## src/core/smx_pkg.sv

```systemverilog
package smx_pkg;
  // ----------------------------------------
  // widths and link constants
  // ----------------------------------------
  localparam int DATA_W           = 8;
  localparam int FIFO_DEPTH       = 8;
  localparam int RX_FIFO_ENTRIES  = 2;
  localparam logic [2:0] BIT_LAST = 3'h7;
  localparam logic [2:0] BIT_ZERO = 3'h0;
  localparam logic [7:0] BYTE_ZERO = 8'h00;
  // serial clock half period in core clocks, fixed in place of the prescaler
  localparam logic [7:0] HALF_PERIOD_DEFAULT = 8'h04;
  localparam logic [7:0] COUNT_ONE = 8'h01;

  // ----------------------------------------
  // clock mode field encoding
  // ----------------------------------------
  localparam logic [1:0] MODE_0 = 2'h0;
  localparam logic [1:0] MODE_1 = 2'h1;
  localparam logic [1:0] MODE_2 = 2'h2;
  localparam logic [1:0] MODE_3 = 2'h3;

  typedef enum logic [1:0] {
    ST_IDLE  = 2'b00,
    ST_LEAD  = 2'b01,
    ST_TRAIL = 2'b10,
    ST_DONE  = 2'b11
  } smx_state_type;
endpackage

```

## src/core/smx_fifo.sv

```systemverilog
`timescale 1ns/1ps
module smx_fifo #(
  parameter int WIDTH = 8,
  parameter int DEPTH = 8
) (
  input  wire logic             clk_in,
  input  wire logic             resetn_in,
  input  wire logic             in_valid_in,
  output logic                  in_ready_out,
  input  wire logic [WIDTH-1:0] in_data_in,
  output logic                  out_valid_out,
  input  wire logic             out_ready_in,
  output logic      [WIDTH-1:0] out_data_out,
  output logic [$clog2(DEPTH+1)-1:0] level_out
);
  localparam int AW = $clog2(DEPTH);
  localparam int CW = $clog2(DEPTH+1);

  typedef struct packed {
    logic [AW-1:0] wr;
    logic [AW-1:0] rd;
    logic [CW-1:0] cnt;
  } smx_fifo_state_type;

  smx_fifo_state_type s_reg;
  smx_fifo_state_type s_next;
  logic [WIDTH-1:0]   mem [DEPTH];
  logic               push;
  logic               pop;

  assign in_ready_out  = (s_reg.cnt != CW'(DEPTH));
  assign out_valid_out = (s_reg.cnt != '0);
  assign out_data_out  = mem[s_reg.rd];
  assign level_out     = s_reg.cnt;
  assign push          = in_valid_in && in_ready_out;
  assign pop           = out_valid_out && out_ready_in;

  always_comb begin
    s_next = s_reg;
    if (push) begin
      s_next.wr = AW'(s_reg.wr + 1'b1);
    end
    if (pop) begin
      s_next.rd = AW'(s_reg.rd + 1'b1);
    end
    if (push && !pop) begin
      s_next.cnt = CW'(s_reg.cnt + 1'b1);
    end else if (pop && !push) begin
      s_next.cnt = CW'(s_reg.cnt - 1'b1);
    end
  end

  always_ff @(posedge clk_in or negedge resetn_in) begin
    if (!resetn_in) begin
      s_reg <= '0;
    end else begin
      s_reg <= s_next;
    end
  end

  always_ff @(posedge clk_in) begin
    if (push) begin
      mem[s_reg.wr] <= in_data_in;
    end
  end
endmodule

```

## src/core/smx_spi_core.sv

```systemverilog
//
// Notes on behaviour
// master: data write starts an eight-bit exchange with generated serial clock
// master: transfer-done flag set when the byte has shifted out
// select-pin-disable one: master ignores the select pin entirely
// select pin as output: its level does not affect operation
// select input low in master role clears master bit, becomes slave
// forced switch to slave sets the transfer-done flag
// software rewrites master bit to resume master; checks it before writes
// master normal mode: write during transfer corrupts data, sets write collision
// normal mode: received byte goes to first receive buffer, read via data
// software reads first receive buffer before next transfer completes
// normal mode: interrupt when transfer-done set and its enable is one
// buffer-mode enable selects buffered path; wait-receive ignored in master
// master buffered: writes accepted while buffer empty; first sent at once
// buffered: received bytes enter two-entry receive fifo read via data
// buffered: complete flag when shifter and buffer empty; interrupt if enabled
// external master holds each clock phase over two core cycles
// slave selected: drive data out when output enabled; others inputs
// slave deselected: accept nothing, tri-state the data-out pin
// slave: rising select resets state and bit count, drops partial byte
// slave normal: idle while deselected, shift after select low, flag byte
// slave normal: write during transfer discarded, sets write collision
// buffered: empty flag drops on write, rises on move; receive flag next cycle
// four clock polarity and phase modes, shift and latch on opposite edges
// bit order zero sends msb first, one sends lsb first
//
`timescale 1ns/1ps
module smx_spi_core
  import smx_pkg::*;
(
  input  wire logic                       CLOCK_IN,
  input  wire logic                       RESETN_IN,
  input  wire logic                       ENABLE_IN,
  input  wire logic                       MASTER_SET_IN,
  output logic                            MASTER_OUT,
  input  wire logic [1:0]                 MODE_IN,
  input  wire logic                       BIT_ORDER_SELECT_IN,
  input  wire logic                       SELECT_PIN_DISABLE_IN,
  input  wire logic                       SELECT_PIN_IS_OUTPUT_IN,
  input  wire logic                       MISO_PORT_IS_OUTPUT_IN,
  input  wire logic                       BUFFER_MODE_ENABLE_IN,
  input  wire logic                       BUFFER_WAIT_RECEIVE_IN,
  input  wire logic                       TRANSFER_IRQ_ENABLE_IN,
  input  wire logic                       TRANSFER_COMPLETE_IRQ_ENABLE_IN,
  input  wire logic                       WR_VALID_IN,
  output logic                            WR_READY_OUT,
  input  wire logic [smx_pkg::DATA_W-1:0] WR_DATA_IN,
  output logic                            RD_VALID_OUT,
  input  wire logic                       RD_READY_IN,
  output logic      [smx_pkg::DATA_W-1:0] RD_DATA_OUT,
  input  wire logic                       FLAG_CLEAR_IN,
  output logic                            TRANSFER_DONE_FLAG_OUT,
  output logic                            WRITE_COLLISION_FLAG_OUT,
  output logic                            TX_BUFFER_EMPTY_FLAG_OUT,
  output logic                            RECEIVE_COMPLETE_FLAG_OUT,
  output logic                            TRANSFER_COMPLETE_FLAG_OUT,
  output logic                            IRQ_OUT,
  input  wire logic                       SCK_IN,
  output logic                            SCK_OUT,
  output logic                            SCK_OE_OUT,
  input  wire logic                       MOSI_IN,
  output logic                            MOSI_OUT,
  output logic                            MOSI_OE_OUT,
  input  wire logic                       MISO_IN,
  output logic                            MISO_OUT,
  output logic                            MISO_OE_OUT,
  input  wire logic                       SS_N_IN
);
  import smx_pkg::*;

  // ----------------------------------------
  // state
  // ----------------------------------------
  typedef struct packed {
    smx_state_type     st;
    logic              master;
    logic [7:0]        shifter;
    logic [2:0]        bit_cnt;
    logic [7:0]        div_cnt;
    logic              sck;
    logic              sampled;
    logic [7:0]        first_rx;
    logic              rx_valid;
    logic [7:0]        tx_buf;
    logic              tx_buf_full;
    logic              loaded;
    logic              done_flag;
    logic              wcol_flag;
    logic              rxc_flag;
    logic              rxc_pend;
    logic              txc_flag;
    logic              txc_pend;
    logic              sck_prev;
    logic              ss_prev;
    logic              out_bit;
  } smx_core_state_type;

  smx_core_state_type s_reg;
  smx_core_state_type s_next;

  logic       sck_s;
  logic       ss_s;
  logic       mosi_s;
  logic       miso_s;
  logic       cpol;
  logic       cpha;
  logic       ss_active;
  logic       slave_sel;
  logic       sck_lead;
  logic       sck_trail;
  logic       wr_take;
  logic       buffered;
  logic       fifo_in_valid;
  logic       fifo_in_ready;
  logic [7:0] fifo_in_data;
  logic [7:0] fifo_out_data;
  logic [3:0] fifo_level;
  logic       ser_in;

  smx_sync #(.WIDTH(4)) u_sync (
    .clk_in    (CLOCK_IN),
    .resetn_in (RESETN_IN),
    .async_in  ({SCK_IN, SS_N_IN, MOSI_IN, MISO_IN}),
    .sync_out  ({sck_s, ss_s, mosi_s, miso_s})
  );

  // ----------------------------------------
  // receive fifo for buffered mode
  // ----------------------------------------
  smx_fifo #(.WIDTH(DATA_W), .DEPTH(FIFO_DEPTH)) u_rx_fifo (
    .clk_in        (CLOCK_IN),
    .resetn_in     (RESETN_IN),
    .in_valid_in   (fifo_in_valid),
    .in_ready_out  (fifo_in_ready),
    .in_data_in    (fifo_in_data),
    .out_valid_out (RD_VALID_OUT),
    .out_ready_in  (RD_READY_IN && buffered),
    .out_data_out  (fifo_out_data),
    .level_out     (fifo_level)
  );

  function automatic logic [7:0] bit_rev(input logic [7:0] v);
    logic [7:0] r;
    r = BYTE_ZERO;
    for (int i = 0; i < DATA_W; i++) begin
      r[i] = v[DATA_W-1-i];
    end
    return r;
  endfunction

  // outgoing bit is always shifter msb; lsb-first stores the byte reversed
  function automatic logic [7:0] order(input logic [7:0] v, input logic lsb_first);
    return lsb_first ? bit_rev(v) : v;
  endfunction

  assign cpol      = (MODE_IN == MODE_2) || (MODE_IN == MODE_3);
  assign cpha      = (MODE_IN == MODE_1) || (MODE_IN == MODE_3);
  assign buffered  = BUFFER_MODE_ENABLE_IN;
  // select only counts as a master abort when it is an enabled input
  assign ss_active = !SELECT_PIN_DISABLE_IN && !SELECT_PIN_IS_OUTPUT_IN;
  assign slave_sel = ENABLE_IN && !s_reg.master && !ss_s;
  assign sck_lead  = (s_reg.sck_prev == cpol) && (sck_s != cpol);
  assign sck_trail = (s_reg.sck_prev != cpol) && (sck_s == cpol);
  assign ser_in    = s_reg.master ? miso_s : mosi_s;

  always_comb begin
    WR_READY_OUT = buffered ? !s_reg.tx_buf_full : 1'b1;
  end
  assign wr_take = WR_VALID_IN && WR_READY_OUT && ENABLE_IN;

  // ----------------------------------------
  // next state
  // ----------------------------------------
  logic [7:0] rx_byte;
  logic       byte_end;
  // receive fifo limited to two entries; third byte is dropped
  assign fifo_in_data = rx_byte;

  always_comb begin
    s_next        = s_reg;
    rx_byte       = order(s_reg.shifter, BIT_ORDER_SELECT_IN);
    byte_end      = 1'b0;
    fifo_in_valid = 1'b0;
    s_next.sck_prev = sck_s;
    s_next.ss_prev  = ss_s;
    s_next.rxc_flag = s_reg.rxc_flag | s_reg.rxc_pend;
    s_next.rxc_pend = 1'b0;
    s_next.txc_flag = s_reg.txc_flag | s_reg.txc_pend;
    s_next.txc_pend = 1'b0;
    if (FLAG_CLEAR_IN) begin
      s_next.done_flag = 1'b0;
      s_next.wcol_flag = 1'b0;
      s_next.rxc_flag  = s_reg.rxc_pend;
      s_next.txc_flag  = s_reg.txc_pend;
    end
    if (MASTER_SET_IN) begin
      s_next.master = 1'b1;
    end
    if (s_reg.master && ENABLE_IN && ss_active && !ss_s) begin
      s_next.master    = 1'b0;
      s_next.done_flag = 1'b1;
      s_next.st        = ST_IDLE;
      s_next.sck       = cpol;
    end else if (!s_reg.master && ss_s && !s_reg.ss_prev) begin
      s_next.st      = ST_IDLE;
      s_next.bit_cnt = BIT_ZERO;
    end else begin
      // data write path
      if (wr_take) begin
        if (buffered) begin
          if (s_reg.st == ST_IDLE && !s_reg.loaded && (s_reg.master || ss_s)) begin
            s_next.shifter = order(WR_DATA_IN, BIT_ORDER_SELECT_IN);
            s_next.loaded  = 1'b1;
          end else begin
            s_next.tx_buf      = order(WR_DATA_IN, BIT_ORDER_SELECT_IN);
            s_next.tx_buf_full = 1'b1;
          end
        end else if (s_reg.st != ST_IDLE) begin
          s_next.wcol_flag = 1'b1;
          if (s_reg.master) begin
            s_next.shifter = order(WR_DATA_IN, BIT_ORDER_SELECT_IN);
          end
        end else begin
          s_next.shifter = order(WR_DATA_IN, BIT_ORDER_SELECT_IN);
          s_next.loaded  = 1'b1;
        end
      end
      case (s_reg.st)
        ST_IDLE: begin
          s_next.sck     = cpol;
          s_next.div_cnt = HALF_PERIOD_DEFAULT;
          s_next.bit_cnt = BIT_ZERO;
          if (s_reg.master && s_reg.loaded && ENABLE_IN) begin
            s_next.st     = ST_LEAD;
            s_next.loaded = 1'b0;
          end else if (slave_sel && (sck_lead || !cpha)) begin
            // phase one: this edge is already the first lead
            s_next.st      = cpha ? ST_TRAIL : ST_LEAD;
            s_next.out_bit = s_reg.shifter[7];
            s_next.loaded  = 1'b0;
            if (!cpha) begin
              s_next.sampled = mosi_s;
            end
          end
        end
        ST_LEAD: begin
          if (s_reg.master) begin
            s_next.div_cnt = 8'(s_reg.div_cnt - COUNT_ONE);
            if (s_reg.div_cnt == COUNT_ONE) begin
              s_next.div_cnt = HALF_PERIOD_DEFAULT;
              s_next.sck     = !cpol;
              s_next.out_bit = s_reg.shifter[7];
              s_next.st      = ST_TRAIL;
              if (!cpha) begin
                s_next.sampled = ser_in;
              end
            end
          end else if (sck_lead && cpha) begin
            s_next.st      = ST_TRAIL;
            s_next.out_bit = s_reg.shifter[7];
          end else if (sck_trail && !cpha) begin
            s_next.shifter = {s_reg.shifter[6:0], s_reg.sampled};
            s_next.bit_cnt = 3'(s_reg.bit_cnt + 1'b1);
            byte_end       = (s_reg.bit_cnt == BIT_LAST);
          end else if (sck_lead) begin
            s_next.sampled = mosi_s;
          end
        end
        ST_TRAIL: begin
          if (s_reg.master) begin
            s_next.div_cnt = 8'(s_reg.div_cnt - COUNT_ONE);
            if (s_reg.div_cnt == COUNT_ONE) begin
              s_next.div_cnt = HALF_PERIOD_DEFAULT;
              s_next.sck     = cpol;
              s_next.bit_cnt = 3'(s_reg.bit_cnt + 1'b1);
              s_next.st      = ST_LEAD;
              s_next.shifter = {s_reg.shifter[6:0], cpha ? ser_in : s_reg.sampled};
              byte_end       = (s_reg.bit_cnt == BIT_LAST);
            end
          end else if (sck_trail) begin
            s_next.shifter = {s_reg.shifter[6:0], mosi_s};
            s_next.bit_cnt = 3'(s_reg.bit_cnt + 1'b1);
            s_next.st      = ST_LEAD;
            byte_end       = (s_reg.bit_cnt == BIT_LAST);
          end
        end
        default: begin
          s_next.st = ST_IDLE;
        end
      endcase
      if (byte_end) begin
        rx_byte          = order(s_next.shifter, BIT_ORDER_SELECT_IN);
        s_next.st        = ST_IDLE;
        s_next.done_flag = 1'b1;
        if (buffered) begin
          fifo_in_valid = fifo_level < 4'(RX_FIFO_ENTRIES);
          if (s_reg.tx_buf_full) begin
            s_next.shifter     = s_reg.tx_buf;
            s_next.tx_buf_full = 1'b0;
            s_next.loaded      = 1'b1;
            s_next.rxc_pend    = 1'b1;
          end else begin
            s_next.rxc_pend = 1'b1;
            s_next.txc_pend = 1'b1;
          end
        end else begin
          s_next.first_rx = rx_byte;
          s_next.rx_valid = 1'b1;
        end
      end
    end
    if (!ENABLE_IN) begin
      s_next.st = ST_IDLE;
    end
  end

  always_ff @(posedge CLOCK_IN or negedge RESETN_IN) begin
    if (!RESETN_IN) begin
      s_reg         <= '0;
      s_reg.st      <= ST_IDLE;
      s_reg.ss_prev <= 1'b1;
      s_reg.sck_prev <= 1'b0;
    end else begin
      s_reg <= s_next;
    end
  end

  // ----------------------------------------
  // outputs
  // ----------------------------------------
  assign MASTER_OUT                 = s_reg.master;
  assign TRANSFER_DONE_FLAG_OUT     = s_reg.done_flag;
  assign WRITE_COLLISION_FLAG_OUT   = s_reg.wcol_flag;
  assign TX_BUFFER_EMPTY_FLAG_OUT   = !s_reg.tx_buf_full;
  assign RECEIVE_COMPLETE_FLAG_OUT  = s_reg.rxc_flag;
  assign TRANSFER_COMPLETE_FLAG_OUT = s_reg.txc_flag;
  assign IRQ_OUT = (!buffered && s_reg.done_flag && TRANSFER_IRQ_ENABLE_IN)
                || (buffered && s_reg.txc_flag && TRANSFER_COMPLETE_IRQ_ENABLE_IN);
  assign RD_DATA_OUT = buffered ? fifo_out_data : s_reg.first_rx;
  // pins: master drives clock and data out, slave only data out when selected
  assign SCK_OUT     = s_reg.sck;
  assign SCK_OE_OUT  = ENABLE_IN && s_reg.master;
  // phase one holds the bit from the lead edge so it never moves as it is sampled
  assign MOSI_OUT    = cpha ? s_reg.out_bit : s_reg.shifter[7];
  assign MOSI_OE_OUT = ENABLE_IN && s_reg.master;
  assign MISO_OUT    = cpha ? s_reg.out_bit : s_reg.shifter[7];
  assign MISO_OE_OUT = slave_sel && MISO_PORT_IS_OUTPUT_IN;
endmodule

```

## src/core/smx_sync.sv

```systemverilog
`timescale 1ns/1ps
module smx_sync #(
  parameter int WIDTH = 1
) (
  input  wire logic             clk_in,
  input  wire logic             resetn_in,
  input  wire logic [WIDTH-1:0] async_in,
  output logic      [WIDTH-1:0] sync_out
);
  typedef struct packed {
    logic [WIDTH-1:0] first;
    logic [WIDTH-1:0] second;
  } smx_sync_state_type;

  smx_sync_state_type s_reg;
  smx_sync_state_type s_next;

  always_comb begin
    s_next.first  = async_in;
    s_next.second = s_reg.first;
  end

  // pins idle high so reset to ones avoids a false select edge
  always_ff @(posedge clk_in or negedge resetn_in) begin
    if (!resetn_in) begin
      s_reg <= '1;
    end else begin
      s_reg <= s_next;
    end
  end

  assign sync_out = s_reg.second;
endmodule

```

## config.mk

```make
export PLATFORM = sky130hd
export DESIGN_NAME = smx_spi_core
export DESIGN_NICKNAME = d
export VERILOG_FILES = /design/src/core/smx_pkg.sv /design/src/core/smx_fifo.sv /design/src/core/smx_spi_core.sv /design/src/core/smx_sync.sv
export SDC_FILE = /design/constraint.sdc
export NUM_CORES = 1
export LEC_CHECK = 0
export BUFFER_PORTS_ARGS = -buffer_cell sky130_fd_sc_hd__buf_2
export CAP_MARGIN = 10
export CORE_MARGIN = 4
export CORE_UTILIZATION = 36
export CTS_CLUSTER_SIZE = 16
export DETAILED_ROUTE_END_ITERATION = 8
export HOLD_SLACK_MARGIN = 0.06
export PLACE_DENSITY = 0.5
export SYNTH_ARGS = -nofsm -noshare
export SYNTH_HDL_FRONTEND = slang
export SYNTH_HIERARCHICAL = 1
export SYNTH_SLANG_ARGS = --single-unit
```

## constraint.sdc

```tcl
create_clock -name CLOCK_IN -period 5.3 [get_ports CLOCK_IN]
set_clock_uncertainty 0.2 [all_clocks]
set_input_delay 1.06 -clock CLOCK_IN [delete_from_list [all_inputs] [get_ports CLOCK_IN]]
set_output_delay 1.06 -clock CLOCK_IN [all_outputs]
set_load 0.03 [all_outputs]
```

==> results of run 1 <==
worst max-delay path by stage:
stage | depth (start not counted) | slack, ns | endpoint | from
detailed placement | 16 | 0.36 | u_rx_fifo/level_out[3] | MODE_IN[1]
CTS | 15 | 0.73 | u_rx_fifo/level_out[3] | s_reg[32]
finish | 15 | 0.78 | u_rx_fifo/level_out[3] | s_reg[32]
global placement | 16 | 0.49 | u_rx_fifo/level_out[3] | MODE_IN[1]
global route | 15 | 0.37 | u_rx_fifo/level_out[3] | s_reg[32]
floorplan | 14 | 0.36 | u_rx_fifo/level_out[3] | MODE_IN[1]
final cells by class:
class | instances | area (µm²) | share of cell area [%]
clock buffer | 17 | 425.4 | 5.441
clock inverter | 15 | 160.2 | 2.048
inverter | 18 | 67.56 | 0.8641
multi-input combinational | 372 | 2819 | 36.05
sequential | 133 | 3660 | 46.81
tap | 229 | 286.5 | 3.665
timing repair buffer | 70 | 400.4 | 5.121
metrics by stage:
| step | worst slack (ns) | cell area, µm² | instances | hold WS [ns] |
|---|---|---|---|---|
| global route | 0.3682 | 7819 | 854 | 0.1636 |
| finish | 0.7795 | 7819 | 854 | 0.1520 |
| detailed placement | 0.3557 | 7233 | 822 | 0.1478 |
| global placement | 0.4930 | 7233 | 822 | 0.1466 |
| CTS | 0.7341 | 7819 | 854 | 0.1562 |
| floorplan | 0.3631 | 6724 | 555 | 0.1452 |
routing by layer:
metal	track usage, %	up-vias
li1	-	2252
met1	21.45	2282
met2	25.51	81
met3	4.338	10
met4	3.976	0
met5	0	-
where the power goes:
group / total, mW / internal (mW) / switching [mW]
clock network: 1.16 / 0.663 / 0.497
registers: 1.49 / 1.27 / 0.217
logic: 1.29 / 0.541 / 0.753
total: 3.94 / 2.48 / 1.47
==> impl_metrics.env, run 1 <==
export IMPL_pin_count=52
export IMPL_htree_levels=4
export IMPL_grt_pass1_wl_mm=25.23
export IMPL_slew_viol_final=0
export IMPL_layout_common_cells="edfxtp_1 (64), dfrtp_1 (60), buf_2 (50)"
export IMPL_power_density_nw_per_um2=504.5
export IMPL_hp_class="flip-flop to flip-flop"
export IMPL_antenna_found_initial=0
export IMPL_slowest_delay_ns=0.60
export IMPL_wl_per_cell_um=18.49
export IMPL_finalCritPeriodShare_pct=85.29
export IMPL_ant_nets=0
export IMPL_via_count=4625
export IMPL_wl_met1_mm=7.272
export IMPL_rr_endpoint="u_rx_fifo/level_out[3]"
export IMPL_syn_to_final_growth_pct=16.28
export IMPL_reg2reg_from="s_reg[32]"
export IMPL_cts_tree="built"
export IMPL_leakagePower_nw=3.139
export IMPL_clockRootBuffer="clkbuf_16"
export IMPL_cts_buffer_depth=2
export IMPL_min_to="u_sync/sync_out[2]"
export IMPL_finalPower_mw=3.945
export IMPL_yosys_warnings=6
export IMPL_cp_cell_sequence="or4_4 > nor4_4 > o21ai_2 > nor2_2 > nand2_1 > nor4_1 > buf_4 > nand2_4 > inv_1 > ha_1 > inv_1 > ha_1 > or4_1 > o211ai_1 > o211ai_1"
export IMPL_worst_pin_slew_ns=1.013
export IMPL_timing_final_crit_period_ns=4.520
export IMPL_routabilityCongestion=0.8186
export IMPL_tns_ns=0
export IMPL_rsz0062_at_grt="false"
export IMPL_path_max_fanout=10
export IMPL_critPathArrivalTime_ns=4.62
export IMPL_clkLatencyLatePin_ns=0.42
export IMPL_n_antenna_cell=0
export IMPL_hold_depth=0
export IMPL_crit_path_top_delay_cell="or4_4"
export IMPL_run_status="finished clean"
export IMPL_worstSetupStartpointType="flip-flop"
export IMPL_wirelength_mm=15.79
export IMPL_routed_via_density=5.416
export IMPL_grt_pass1_vias=4746
export IMPL_fmax_mhz=221.2
export IMPL_syn_area_um2=6724
export IMPL_numPortBuffers=50
export IMPL_avgSynthCellArea_um2=12.12
export IMPL_numClockSinks=133
export IMPL_nFillCells=1695
export IMPL_crit_type="flip-flop to flip-flop"
export IMPL_min_from="u_sync/s_next[2]"
export IMPL_drtPass1Iterations=4
export IMPL_clk_pin_slew_worst_paths_ns=0.06
export IMPL_cp_required_ns=5.40
export IMPL_slew_limit_headroom_pct=32.24
export IMPL_grt_max_degree=38
export IMPL_reg2reg_depth=15
export IMPL_critical_path_top_delay_family="simple AND/OR/NAND/NOR gates"
export IMPL_ir_drop_mv=0.2293
export IMPL_cts_buffers=17
export IMPL_final_layout_size_suffix_gt1_share_pct=23.52
export IMPL_start_util_pct=37.05
export IMPL_rows=49
export IMPL_cts_resized=0
export IMPL_core_area_um2=18150
export IMPL_post_cts_repair_setup_buffers=0
export IMPL_route_met3_wl_um=691
export IMPL_layout_nets=654
export IMPL_hold_viol_final=0
export IMPL_die_h_um=144.7
export IMPL_synth_fp_nets=597
export IMPL_track_usage_pct=15.86
export IMPL_final_core_util_pct=43.08
export IMPL_cts_hold_buf=0
export IMPL_grt_ovfl_total=0
export IMPL_die_w_um=144.7
export IMPL_wl_met2_mm=7.738
export IMPL_fp_dieArea_um2=20930
export IMPL_route_top_layer_used="met4"
export IMPL_synth_cells=555
export IMPL_final_setup_viol_count=0
export IMPL_cap_violations=0
export IMPL_reg2reg_slack_ns=0.78
export IMPL_first_iter_violations=354
export IMPL_drc=0
export IMPL_final_common_cell="edfxtp_1"
export IMPL_post_dp_hpwl_mm=11.17
export IMPL_path_buf_inv=3
export IMPL_crit_path_end_kind="flip-flop"
export IMPL_largest_reg_flops=64
Power figures use the tool's default switching activity.
==> inputs of run 2 (changes only) <==
- CELL_PAD_IN_SITES_DETAIL_PLACEMENT: not set -> 1
- CELL_PAD_IN_SITES_GLOBAL_PLACEMENT: not set -> 1
- PLACE_DENSITY: 0.5 -> 0.6
==> impl_metrics.env, run 2 (synthesis gave the netlist of run 1 again) <==
export IMPL_run_status="finished clean"
export IMPL_power_switching_share_pct=38.14
export IMPL_hp_class="flip-flop to flip-flop"
export IMPL_clk_pin_slew_worst_paths_ns=0.06
export IMPL_die_w_um=144.7
export IMPL_htree_levels=4
export IMPL_pin_count=52
export IMPL_largest_reg_flops=64
export IMPL_post_cts_repair_setup_buffers=0
export IMPL_pwr_share_comb_pct=33.9
export IMPL_internal_power_mw=2.425
export IMPL_die_h_um=144.7
export IMPL_hold_viol_final=0
export IMPL_grt_ovfl_total=0
export IMPL_cts_buffers=17
export IMPL_whs_ns=0.1552
export IMPL_clockRootBuffer="clkbuf_16"
export IMPL_cp_cell_sequence="buf_2 > or3b_2 > a221oi_2 > o21ai_2 > nor2_2 > nand2_1 > nor4_1 > buf_4 > nand2_4 > inv_1 > ha_1 > inv_1 > ha_1 > or4_1 > o211ai_1 > o211ai_1"
export IMPL_routed_via_density=5.607
export IMPL_wirelength_mm=17.42
export IMPL_leakagePower_nw=3.131
export IMPL_slowest_delay_ns=0.54
export IMPL_final_layout_size_suffix_gt1_share_pct=23.48
export IMPL_final_setup_viol_count=0
export IMPL_routabilityCongestion=0.8715
export IMPL_clockPowerShare_pct=28.1
export IMPL_cts_hold_buf=0
export IMPL_numPortBuffers=50
export IMPL_layout_nets=655
export IMPL_crit_path_end_kind="flip-flop"
export IMPL_clkLatencyLatePin_ns=0.43
export IMPL_p_sw_mw=1.495
export IMPL_crit_type="input port to flip-flop"
export IMPL_slew_viol_final=0
export IMPL_fp_dieArea_um2=20930
export IMPL_slew_limit_headroom_pct=27.49
export IMPL_worstSetupStartpointType="input port"
export IMPL_via_count=4794
export IMPL_path_max_fanout=7
export IMPL_post_dp_hpwl_mm=12.19
export IMPL_seq_power_share_pct=38.0
export IMPL_timing_final_crit_period_ns=4.573
export IMPL_n_antenna_cell=0
export IMPL_rows=49
export IMPL_grt_pass1_wl_mm=28.28
export IMPL_worst_pin_slew_ns=1.084
export IMPL_cts_tree="built"
export IMPL_start_util_pct=37.05
export IMPL_wl_per_cell_um=20.37
export IMPL_cts_resized=0
export IMPL_final_common_cell="edfxtp_1"
export IMPL_cp_required_ns=5.40
export IMPL_grt_pass1_vias=5227
export IMPL_ant_nets=0
export IMPL_drc=0
export IMPL_critPathArrivalTime_ns=4.67
export IMPL_cts_buffer_depth=2
export IMPL_post_place_ws_ns=0.3188
export IMPL_finalPower_mw=3.920
export IMPL_track_usage_pct=17.72
export IMPL_rsz0062_at_grt="false"
export IMPL_power_density_nw_per_um2=503.6
export IMPL_layout_common_cells="edfxtp_1 (64), dfrtp_1 (60), buf_2 (50)"
export IMPL_crit_path_top_delay_cell="or3b_2"
export IMPL_core_area_um2=18150
export IMPL_syn_to_final_growth_pct=15.76
export IMPL_drtPass1Iterations=4
export IMPL_grt_max_degree=39
export IMPL_cap_violations=0
export IMPL_fin_ws_ns=0.7275
export IMPL_ir_drop_mv=0.2268
export IMPL_first_iter_violations=270
export IMPL_fmax_mhz=218.7
export IMPL_tns_ns=0
export IMPL_antenna_found_initial=0
export IMPL_finalCritPeriodShare_pct=86.27
export IMPL_final_core_util_pct=42.89
export IMPL_numClockSinks=133
run 2: changes by cell type in the layout (fill, tap and decap cells not counted), sizes merged:
cell	delta
buf	+1
bufinv	-1
clkinvlp	-1
inv	+2
run 2: path summary, 6_finish.rpt:
path,start,endpoint,slack (ns),depth (start not counted)
setup reg to reg,s_reg[32],u_rx_fifo/level_out[3],0.91,16
max in group asynchronous,RESETN_IN,u_sync/s_next[2],3.36,2
hold reg to reg,u_sync/s_next[3],u_sync/sync_out[3],0.16,0
min in group asynchronous,RESETN_IN,s_reg[23],0.51,1
setup / recovery,MODE_IN[1],u_rx_fifo/level_out[3],0.73,16
hold / removal,u_sync/s_next[3],u_sync/sync_out[3],0.16,0
run 2: per-layer routing:
metal | track usage, % | share of wire [%] | vias up
li1 | - | - | 2248
met1 | 22.80 | 46 | 2455
met2 | 29.97 | 50 | 73
met3 | 4.009 | 3.3 | 18
met4 | 5.400 | 0.93 | 0
met5 | 0 | 0 | -
run 2: layout make-up:
type,count,area (µm²)
clock buffers,17,425.4
well taps,229,286.5
clock inverters,15,117.6
multi-input cells,372,2819
flip-flops and latches,133,3660
fillers,1943,10360
repair buffers,71,407.9
inverters,18,67.56
run 2: power groups by stage:
stage          sequential (mW)  clock (mW)  combinational (mW)
2_1_floorplan             1.40           0                1.06
4_1_cts                   1.49        1.13                1.34
6_report                  1.49        1.10                1.33
3_3_place_gp              1.50           0                1.29
3_5_place_dp              1.51           0                1.34
5_1_grt                   1.52        1.17                1.48
run 2: metrics by stage:
stage	instance area, µm²	cells
after detailed placement	7241	823
after CTS	7784	855
after global routing	7784	855
final	7784	855
after global placement	7241	823
after floorplan	6724	555
run 2: worst max-delay path: cells and delay by family:
kind	cells	cell delay, ns
AO/OA/AOI/OAI	4	0.79
adder cells (fa/ha/maj)	2	0.64
buffers and inverters	4	0.54
AND/OR/NAND/NOR	6	1.65
